[config.mk]
export PLATFORM = sky130hd
export DESIGN_NAME = uamc_top
export DESIGN_NICKNAME = d
export VERILOG_FILES = /design/src/uamc_pkg.sv /design/src/uamc_top.sv
export VERILOG_INCLUDE_DIRS = /design/src
export SDC_FILE = /design/constraint.sdc
export NUM_CORES = 1
export LEC_CHECK = 0
export ABC_AREA = 1
export ABC_CLOCK_PERIOD_IN_PS = 2300
export BUFFER_PORTS_ARGS = -buffer_cell sky130_fd_sc_hd__buf_2
export CAP_MARGIN = 20
export CORE_ASPECT_RATIO = 1.2
export CORE_MARGIN = 4
export CORE_UTILIZATION = 55
export CTS_CLUSTER_SIZE = 14
export DETAILED_ROUTE_END_ITERATION = 12
export MAX_ROUTING_LAYER = met4
export PLACE_DENSITY = 0.77
export SLEW_MARGIN = 20
export SYNTH_ARGS = -nofsm -noshare
export SYNTH_HDL_FRONTEND = slang
export SYNTH_SLANG_ARGS = --single-unit
[constraint.sdc]
create_clock -name clk_sys_in -period 2.3 [get_ports clk_sys_in]
set_input_delay 0.46 -clock clk_sys_in [delete_from_list [all_inputs] [get_ports clk_sys_in]]
set_output_delay 0.46 -clock clk_sys_in [all_outputs]
set_load 0.01 [all_outputs]
[src/uamc_defines.svh]
// Offsets, field positions, reset values and timing counts of the mode/address block
`ifndef UAMC_DEFINES_SVH
`define UAMC_DEFINES_SVH
`define UAMC_OFF_ADDR          12'h200
`define UAMC_OFF_MODE          12'h20C
`define UAMC_OFF_IRQ           12'h214
`define UAMC_OFF_STAT          12'h218
`define UAMC_ADDR_EN_BIT       7
`define UAMC_MODE_DMACLK_BIT   9
`define UAMC_MODE_VBUS_BIT     8
`define UAMC_MODE_CLOCK_KEEP_RUNNING_BIT   7
`define UAMC_MODE_RESUME_BIT   6
`define UAMC_MODE_SUSP_BIT     5
`define UAMC_MODE_SFRST_BIT    4
`define UAMC_MODE_GLINT_BIT    3
`define UAMC_MODE_WAKE_BIT     2
`define UAMC_MODE_RSV0_BIT     0
`define UAMC_ADDR_RESET        8'h00
`define UAMC_MODE_RESET        16'h0000
`define UAMC_MODE_WMASK        16'h03FD
`define UAMC_MODE_BUSRST_KEEP  16'h0009
`define UAMC_CLK_PERIOD_NS     10
`define UAMC_SUSP_DELAY_US     2000
`define UAMC_RESUME_DELAY_US   5000
`define UAMC_RESUME_LEN_US     10000
`define UAMC_SUSP_DELAY_CYC    (`UAMC_SUSP_DELAY_US * 1000 / `UAMC_CLK_PERIOD_NS)
`define UAMC_RESUME_DELAY_CYC  (`UAMC_RESUME_DELAY_US * 1000 / `UAMC_CLK_PERIOD_NS)
`define UAMC_RESUME_LEN_CYC    (`UAMC_RESUME_LEN_US * 1000 / `UAMC_CLK_PERIOD_NS)
`define UAMC_WAKE_STABLE_CYC   16
`endif

[src/uamc_pkg.sv]
// Types of the mode/address block
package uamc_pkg;
	typedef enum logic [1:0] {UAMC_RS_IDLE, UAMC_RS_WAIT, UAMC_RS_DRIVE} uamc_resume_st_t;
	typedef enum logic [1:0] {UAMC_PW_RUN, UAMC_PW_SUSP_WAIT, UAMC_PW_STOPPED} uamc_power_st_t;
	typedef struct packed {
		logic        respond_en;
		logic [6:0]  address;
	} uamc_addr_t;
endpackage

[src/uamc_top.sv]
// Address and mode control registers of the USB peripheral, APB slave
//
// The APB slave port was decided locally.
`timescale 1ns/100ps
`default_nettype none
`include "uamc_defines.svh"

module uamc_top #(
	parameter int unsigned SUSP_DELAY_CYC   = `UAMC_SUSP_DELAY_CYC,
	parameter int unsigned RESUME_DELAY_CYC = `UAMC_RESUME_DELAY_CYC,
	parameter int unsigned RESUME_LEN_CYC   = `UAMC_RESUME_LEN_CYC,
	parameter int unsigned WAKE_STABLE_CYC  = `UAMC_WAKE_STABLE_CYC,
	parameter int unsigned NUM_IRQ          = 8
) (
	input  wire logic               clk_sys_in,
	input  wire logic               reset_n_in,
	input  wire logic               psel_in,
	input  wire logic               penable_in,
	input  wire logic               pwrite_in,
	input  wire logic [11:0]        paddr_in,
	input  wire logic [31:0]        pwdata_in,
	output logic      [31:0]        prdata_out,
	output logic                    pready_out,
	output logic                    pslverr_out,
	input  wire logic               vbus_pin_in,
	input  wire logic               bus_reset_in,
	input  wire logic               status_ack_in,
	input  wire logic [NUM_IRQ-1:0] irq_source_in,
	input  wire logic               irq_pulse_mode_in,
	output uamc_pkg::uamc_addr_t    live_addr_out,
	output logic                    dma_clk_en_out,
	output logic                    core_clk_en_out,
	output logic                    suspended_out,
	output logic                    resume_drive_out,
	output logic                    irq_out
);

	////////////////////////////////////////////////////////////////////////
	// Pin synchronisers
	logic [1:0] vbus_sync_r;
	logic [1:0] busrst_sync_r;
	logic [1:0] ack_sync_r;
	logic [NUM_IRQ-1:0] irq_meta_r;
	logic [NUM_IRQ-1:0] irq_sync_r;

	always_ff @(posedge clk_sys_in or negedge reset_n_in)
	begin
		if (!reset_n_in)
		begin
			vbus_sync_r   <= 2'h0;
			busrst_sync_r <= 2'h0;
			ack_sync_r    <= 2'h0;
			irq_meta_r    <= '0;
			irq_sync_r    <= '0;
		end
		else
		begin
			vbus_sync_r   <= {vbus_sync_r[0], vbus_pin_in};
			busrst_sync_r <= {busrst_sync_r[0], bus_reset_in};
			ack_sync_r    <= {ack_sync_r[0], status_ack_in};
			irq_meta_r    <= irq_source_in;
			irq_sync_r    <= irq_meta_r;
		end
	end

	logic vbus_s;
	logic bus_rst_s;
	logic ack_s;
	assign vbus_s    = vbus_sync_r[1];
	assign bus_rst_s = busrst_sync_r[1];
	assign ack_s     = ack_sync_r[1];

	////////////////////////////////////////////////////////////////////////
	// APB decode; single-cycle access phase
	logic apb_wr;
	logic apb_rd;
	logic hit_addr;
	logic hit_mode;
	logic hit_irq;
	logic hit_stat;
	logic hit_any;

	assign apb_wr   = psel_in && penable_in && pwrite_in;
	assign apb_rd   = psel_in && penable_in && !pwrite_in;
	assign hit_addr = (paddr_in == `UAMC_OFF_ADDR);
	assign hit_mode = (paddr_in == `UAMC_OFF_MODE);
	assign hit_irq  = (paddr_in == `UAMC_OFF_IRQ);
	assign hit_stat = (paddr_in == `UAMC_OFF_STAT);
	assign hit_any  = hit_addr || hit_mode || hit_irq || hit_stat;

	////////////////////////////////////////////////////////////////////////
	// Soft reset: strobe on the falling write of the bit
	logic [15:0] mode_r;
	logic        soft_rst_r;
	logic        mode_fall_rst;
	logic        mode_fall_susp;
	logic        mode_fall_res;

	assign mode_fall_rst  = apb_wr && hit_mode && mode_r[`UAMC_MODE_SFRST_BIT]
		&& !pwdata_in[`UAMC_MODE_SFRST_BIT];
	assign mode_fall_susp = apb_wr && hit_mode && mode_r[`UAMC_MODE_SUSP_BIT]
		&& !pwdata_in[`UAMC_MODE_SUSP_BIT];
	assign mode_fall_res  = apb_wr && hit_mode && mode_r[`UAMC_MODE_RESUME_BIT]
		&& !pwdata_in[`UAMC_MODE_RESUME_BIT];

	always_ff @(posedge clk_sys_in or negedge reset_n_in)
	begin
		if (!reset_n_in)
			soft_rst_r <= 1'b0;
		else
			soft_rst_r <= mode_fall_rst;
	end

	////////////////////////////////////////////////////////////////////////
	// Address register, pending and live copies
	logic [7:0]  addr_r;
	logic        addr_pend_r;
	logic [7:0]  live_r;

	always_ff @(posedge clk_sys_in or negedge reset_n_in)
	begin
		if (!reset_n_in)
		begin
			addr_r      <= `UAMC_ADDR_RESET;
			addr_pend_r <= 1'b0;
			live_r      <= `UAMC_ADDR_RESET;
		end
		else if (soft_rst_r)
		begin
			addr_r      <= `UAMC_ADDR_RESET;
			addr_pend_r <= 1'b0;
			live_r      <= `UAMC_ADDR_RESET;
		end
		else if (bus_rst_s)
		begin
			addr_r[6:0] <= 7'h00;
			live_r[6:0] <= 7'h00;
			addr_pend_r <= 1'b0;
			live_r[`UAMC_ADDR_EN_BIT] <= addr_r[`UAMC_ADDR_EN_BIT];
		end
		else
		begin
			if (apb_wr && hit_addr)
			begin
				addr_r      <= pwdata_in[7:0];
				addr_pend_r <= 1'b1;
				// Enable acts at once; only the address waits for the handshake
				live_r[`UAMC_ADDR_EN_BIT] <= pwdata_in[`UAMC_ADDR_EN_BIT];
			end
			else if (addr_pend_r && ack_s)
			begin
				live_r[6:0] <= addr_r[6:0];
				addr_pend_r <= 1'b0;
			end
		end
	end

	always_ff @(posedge clk_sys_in or negedge reset_n_in)
	begin
		if (!reset_n_in)
			live_addr_out <= '0;
		else
		begin
			live_addr_out.respond_en <= live_r[`UAMC_ADDR_EN_BIT];
			live_addr_out.address    <= live_r[6:0];
		end
	end

	////////////////////////////////////////////////////////////////////////
	// Mode register
	always_ff @(posedge clk_sys_in or negedge reset_n_in)
	begin
		if (!reset_n_in)
			mode_r <= `UAMC_MODE_RESET;
		else if (soft_rst_r)
			mode_r <= `UAMC_MODE_RESET;
		else if (bus_rst_s)
			mode_r <= mode_r & `UAMC_MODE_BUSRST_KEEP;
		else if (apb_wr && hit_mode)
			mode_r <= (pwdata_in[15:0] & `UAMC_MODE_WMASK)
				| (mode_r & ~`UAMC_MODE_WMASK);
	end

	////////////////////////////////////////////////////////////////////////
	// Interrupt mask and gating
	logic [NUM_IRQ-1:0] mask_r;
	logic [NUM_IRQ-1:0] pend_r;
	logic               gate;
	logic               gate_rise;
	logic               glint_q_r;

	assign gate      = mode_r[`UAMC_MODE_GLINT_BIT];
	assign gate_rise = gate && !glint_q_r;

	always_ff @(posedge clk_sys_in or negedge reset_n_in)
	begin
		if (!reset_n_in)
			mask_r <= '0;
		else if (soft_rst_r || bus_rst_s)
			mask_r <= '0;
		else if (apb_wr && hit_irq)
			mask_r <= pwdata_in[NUM_IRQ-1:0];
	end

	// Pending latch; set beats a clearing write
	genvar gi;
	generate
		for (gi = 0; gi < NUM_IRQ; gi++)
		begin : g_pend
			always_ff @(posedge clk_sys_in or negedge reset_n_in)
			begin
				if (!reset_n_in)
					pend_r[gi] <= 1'b0;
				else if (irq_sync_r[gi])
					pend_r[gi] <= 1'b1;
				else if (soft_rst_r || (apb_wr && hit_stat && pwdata_in[gi]))
					pend_r[gi] <= 1'b0;
			end
		end
	endgenerate

	logic irq_level;
	logic irq_new;
	logic [NUM_IRQ-1:0] irq_prev_r;
	assign irq_level = |(pend_r & mask_r);
	assign irq_new   = |(irq_sync_r & ~irq_prev_r & mask_r);

	always_ff @(posedge clk_sys_in or negedge reset_n_in)
	begin
		if (!reset_n_in)
		begin
			glint_q_r  <= 1'b0;
			irq_prev_r <= '0;
			irq_out    <= 1'b0;
		end
		else
		begin
			glint_q_r  <= gate;
			irq_prev_r <= irq_sync_r;
			if (!gate)
				irq_out <= 1'b0;
			else if (irq_pulse_mode_in)
				// Events pending when the gate opens are replayed as one pulse
				irq_out <= irq_new || (gate_rise && irq_level);
			else
				irq_out <= irq_level;
		end
	end

	////////////////////////////////////////////////////////////////////////
	// Suspend and clock control
	uamc_pkg::uamc_power_st_t pw_st_r;
	logic [31:0] pw_cnt_r;
	logic        wake_read;

	assign wake_read = apb_rd && hit_any && mode_r[`UAMC_MODE_WAKE_BIT]
		&& (pw_st_r != uamc_pkg::UAMC_PW_RUN);

	always_ff @(posedge clk_sys_in or negedge reset_n_in)
	begin
		if (!reset_n_in)
		begin
			pw_st_r  <= uamc_pkg::UAMC_PW_RUN;
			pw_cnt_r <= 32'h0;
		end
		else if (soft_rst_r || bus_rst_s || wake_read)
		begin
			pw_st_r  <= uamc_pkg::UAMC_PW_RUN;
			pw_cnt_r <= 32'h0;
		end
		else
		begin
			case (pw_st_r)
				uamc_pkg::UAMC_PW_RUN:
				begin
					pw_cnt_r <= 32'h0;
					if (mode_fall_susp)
						pw_st_r <= uamc_pkg::UAMC_PW_SUSP_WAIT;
				end
				uamc_pkg::UAMC_PW_SUSP_WAIT:
				begin
					if (mode_r[`UAMC_MODE_CLOCK_KEEP_RUNNING_BIT])
						pw_cnt_r <= 32'h0;
					else if (pw_cnt_r >= SUSP_DELAY_CYC - 1)
						pw_st_r <= uamc_pkg::UAMC_PW_STOPPED;
					else
						pw_cnt_r <= pw_cnt_r + 32'h1;
				end
				uamc_pkg::UAMC_PW_STOPPED:
				begin
					if (mode_r[`UAMC_MODE_CLOCK_KEEP_RUNNING_BIT])
						pw_st_r <= uamc_pkg::UAMC_PW_SUSP_WAIT;
				end
				default:
					pw_st_r <= uamc_pkg::UAMC_PW_RUN;
			endcase
		end
	end

	always_ff @(posedge clk_sys_in or negedge reset_n_in)
	begin
		if (!reset_n_in)
		begin
			suspended_out   <= 1'b0;
			core_clk_en_out <= 1'b1;
			dma_clk_en_out  <= 1'b0;
		end
		else
		begin
			suspended_out   <= (pw_st_r != uamc_pkg::UAMC_PW_RUN);
			core_clk_en_out <= (pw_st_r != uamc_pkg::UAMC_PW_STOPPED);
			dma_clk_en_out  <= mode_r[`UAMC_MODE_DMACLK_BIT];
		end
	end

	////////////////////////////////////////////////////////////////////////
	// Remote resume sequencer
	uamc_pkg::uamc_resume_st_t rs_st_r;
	logic [31:0] rs_cnt_r;

	always_ff @(posedge clk_sys_in or negedge reset_n_in)
	begin
		if (!reset_n_in)
		begin
			rs_st_r  <= uamc_pkg::UAMC_RS_IDLE;
			rs_cnt_r <= 32'h0;
		end
		else if (soft_rst_r || bus_rst_s)
		begin
			rs_st_r  <= uamc_pkg::UAMC_RS_IDLE;
			rs_cnt_r <= 32'h0;
		end
		else
		begin
			case (rs_st_r)
				uamc_pkg::UAMC_RS_IDLE:
				begin
					rs_cnt_r <= 32'h0;
					if (mode_fall_res)
						rs_st_r <= uamc_pkg::UAMC_RS_WAIT;
				end
				uamc_pkg::UAMC_RS_WAIT:
				begin
					if (rs_cnt_r >= RESUME_DELAY_CYC - 1)
					begin
						rs_cnt_r <= 32'h0;
						rs_st_r  <= uamc_pkg::UAMC_RS_DRIVE;
					end
					else
						rs_cnt_r <= rs_cnt_r + 32'h1;
				end
				uamc_pkg::UAMC_RS_DRIVE:
				begin
					if (rs_cnt_r >= RESUME_LEN_CYC - 1)
						rs_st_r <= uamc_pkg::UAMC_RS_IDLE;
					else
						rs_cnt_r <= rs_cnt_r + 32'h1;
				end
				default:
					rs_st_r <= uamc_pkg::UAMC_RS_IDLE;
			endcase
		end
	end

	always_ff @(posedge clk_sys_in or negedge reset_n_in)
	begin
		if (!reset_n_in)
			resume_drive_out <= 1'b0;
		else
			resume_drive_out <= (rs_st_r == uamc_pkg::UAMC_RS_DRIVE);
	end

	////////////////////////////////////////////////////////////////////////
	// APB read data and response
	logic [31:0] rd_mux;
	always_comb
	begin
		rd_mux = 32'h0;
		if (hit_addr)
			rd_mux = {24'h0, addr_r};
		else if (hit_mode)
		begin
			rd_mux = {16'h0, mode_r};
			rd_mux[`UAMC_MODE_VBUS_BIT] = vbus_s;
		end
		else if (hit_irq)
			rd_mux[NUM_IRQ-1:0] = mask_r;
		else if (hit_stat)
			rd_mux[NUM_IRQ-1:0] = pend_r;
	end

	// Always ready in the cycle after setup so access completes in one cycle
	always_ff @(posedge clk_sys_in or negedge reset_n_in)
	begin
		if (!reset_n_in)
		begin
			prdata_out  <= 32'h0;
			pready_out  <= 1'b0;
			pslverr_out <= 1'b0;
		end
		else
		begin
			pready_out  <= psel_in && !penable_in;
			pslverr_out <= psel_in && !penable_in && !hit_any;
			prdata_out  <= (psel_in && !penable_in && !pwrite_in) ? rd_mux : 32'h0;
		end
	end

endmodule
`default_nettype wire

==> run summary <==
first-pass GRT wire length = 29500 um
Most Frequent Cell on Critical Path = nand2_1
Die H = 140 um
crit path time final = 1.96 ns
cells on worst reg2reg path = 11
Core ar. = 14000 sq um
Min-Delay Path Class = input port to asynchronous set/reset pin
mapped cell area = 7930 sq um
Placement Rows = 47
Hold Vio Cnt, Final = 9
clk_skew = 0.0116 ns
Clock Tree Buf Depth = 2
buffers added on ports = 68
Mapped Cells = 952
via count = 6493
die area = 16400 sq um
CP endpoint kind = flip-flop
power per cell area = 766 nW/um^2
# IOs = 108
Sink Count = 167
post-CTS resize count = 0
final setup TNS = 0 ns
Num CTS Buffers = 17
GPL Wtd Cong = 0.883
violated checks = negative hold slack
later-pin clock latency in the skew report = 0.43 ns
grt total ovfl = 0
Final period util = 85.4%
critical path fanouts, max = 18
crit path DAT = 2.27 ns
DRT antenna net count = 0
WP data required = 2.61 ns
Pre-Repair DR Iteration Count = 6
total power = 6.94 mW
crit-path leading delay family = simple AND/OR/NAND/NOR gates
Max-Slew Margin vs Limit = 51.7%
Synth Area per Inst = 8.33 sq um
number of max-cap violations = 0
Fill cells = 1149
outcome = complete, but fails checks
final WL = 17200 um
antenna violations before repair = 0
Leakage = 4.39 nW
number of global-route vias before repair = 6155
Layout area overhead = 14.2%
hold_buf cts = 0
Crit path depth = 11
CTS H-tree lvls = 4
gr usage total = 22.3%
largest net degree at the start of global routing = 57
CTS tree = done
area leader, netlist = dfrtp_1
Layout Nets = 1094
placed cell count = 1179
setup bufs post-CTS = 0
Worst-path clk slew = 0.06 ns
Final Hold Slack = -0.0178 ns
Root Buffer = clkbuf_16
slowest CP cell = dfrtp_1
# setup viols final = 0
Starting Density = 56.7%
crit-path cells = ha_1 > nand3_2 > o21ai_1 > nand2_1 > nand2_1 > nand2_1 > nand2_2 > nand4_4 > buf_4 > nand3_1 > nand2_1
Buf+Inv Stages, Crit Path = 1
DRC = 0
number of synthesized register bits = 167
CP peak stage delay = 0.36 ns
leading post-synthesis cells by cell area = dfrtp_1, nand2_1, nor2_1
wire per inst = 14.2 um
type of the worst setup path = flip-flop to flip-flop
RSZ-0062 raised after global routing = false
DR vias/cell = 5.38
maximum VDD drop = 0.446 mV
Die X = 118 um
f_max = 509 MHz
post-synthesis sequential area ratio = 52.7%
Slew Viols, Final = 0
Cell variety after synth = 40
post-route insts no fill = 1208
fraction of layout instances using a drive strength above 1 = 13.2%
crit start category = flip-flop
n_diodes = 0
Tightest Pin Transition = 0.723 ns
Synthesis Warnings = 0
DP HPWL = 11700 um
Yosys top cell area share = 52.4%
1st-iter DRT viols = 554
[area by class of cell]
class	instances	area, sq um	share of cell area [%]
Timing Repair Buffer	85	524	5.79
Tap cell	171	214	2.36
Clock inverter	10	204	2.25
Inverter	117	439	4.85
Clock buffer	19	433	4.78
Sequential cell	167	4180	46.1
Multi-Input combinational cell	639	3070	33.8
[placed cells by master, fill, tap and decap left out, types with 4 or more instances in the layout]
cell         n
nand2_1    214
nor3_1      19
buf_4       13
nand3_1     80
nand2_2      5
conb_1      17
a21oi_1     24
clkbuf_16   17
dfrtp_1    166
bufinv_16    6
buf_12       4
buf_2       67
o21ai_0     44
nor2_4       4
xnor2_1      4
o211ai_1     8
o21ai_1     10
xor2_1      14
nor2_1     122
nor2_2       4
nand4_1     25
inv_1      116
ha_1         6
o22ai_1     12
[synth_stat cells]
master	number
a21boi_0	2
conb_1	1
buf_6	4
and2_1	3
o22ai_1	12
inv_1	116
a21boi_1	2
or2_2	2
o21bai_1	1
nand3_1	80
nand3_2	2
o21ai_0	44
a31oi_1	2
ha_1	6
dfstp_2	1
nor2_2	4
a31oi_4	1
and3_1	1
o31ai_1	1
nand2_2	5
buf_4	27
xor2_1	14
nand2_1	214
dfrtp_1	166
o21ai_2	3
o21ai_1	10
inv_2	1
clkbuf_1	8
xnor2_1	4
nor3b_1	2
nand4_4	1
nand2_4	1
nor3_1	19
o211ai_1	8
nor2_4	4
nand4_1	25
nor4_1	3
buf_2	6
a21oi_1	24
nor2_1	122
[worst paths after layout]
path | startpoint | end | slack [ns]
worst max-delay path | pw_cnt_r[0] | pw_cnt_r[6] | 0.34
worst min-delay path | reset_n_in | mask_r[3] | -0.02
worst max register to register | pw_cnt_r[0] | pw_cnt_r[6] | 0.34
worst min register to register | irq_meta_r[7] | irq_sync_r[7] | 0.35
max in group asynchronous | reset_n_in | pw_cnt_r[16] | 1.59
min in group clk_sys_in | irq_source_in[0] | irq_meta_r[0] | 0.14
[through the flow]
step / util, % / setup slack, ns / hold WS (ns) / instance area, sq um
4_1_cts: 64.7 / 0.326 / 0.00522 / 9060
5_1_grt: 64.7 / 0.115 / 0.0287 / 9060
2_1_floorplan: - / 0.682 / 0.164 / 7990
3_5_place_dp: 60.2 / 0.205 / 0.335 / 8420
6_report: 64.7 / 0.336 / -0.0178 / 9060
3_3_place_gp: 60.2 / 0.249 / 0.333 / 8420
[logic make-up (layout without fill, tap and decap cells)]
kind of cell             after synthesis  count (layout)  synth area share [%]
buffers and inverters                162             231                  9.42
adder cells (fa/ha/maj)                6               6                 0.946
AO/OA/AOI/OAI                        110             110                  7.95
other                                  1              17                0.0473
flip-flops                           167             167                  52.7
XOR/XNOR                              18              18                  1.99
AND/OR/NAND/NOR                      488             488                  27.0
[sequential cells by signal (all words and copies together), names as in the netlist, 2 cells and up]
register / cells
pw_st_r: 2
addr_r: 8
irq_sync_r: 8
busrst_sync_r: 2
ack_sync_r: 2
pend_r: 8
live_addr_out: 8
irq_meta_r: 8
mode_r: 8
vbus_sync_r: 2
irq_prev_r: 8
pw_cnt_r: 32
mask_r: 8
prdata_out: 11
rs_st_r: 2
rs_cnt_r: 32
live_r: 8
[report_power, final]
part           leakage [nW]  internal (mW)  switching [mW]  total, mW
clock network         0.313           2.01            1.09       3.10
logic                  1.89          0.220           0.562      0.783
registers              2.20           3.01          0.0436       3.05
total                  4.39           5.24            1.70       6.94
[routing by layer]
metal / track usage (%) / vias up / wire length, um
met3: 4.67 / 45 / 920
met1: 29.1 / 3079 / 7610
met4: 9.32 / 0 / 522
met5: - / - / 0
li1: - / 3162 / -
met2: 34.3 / 207 / 8130
No activity file was read; power rests on OpenSTA's default activity.
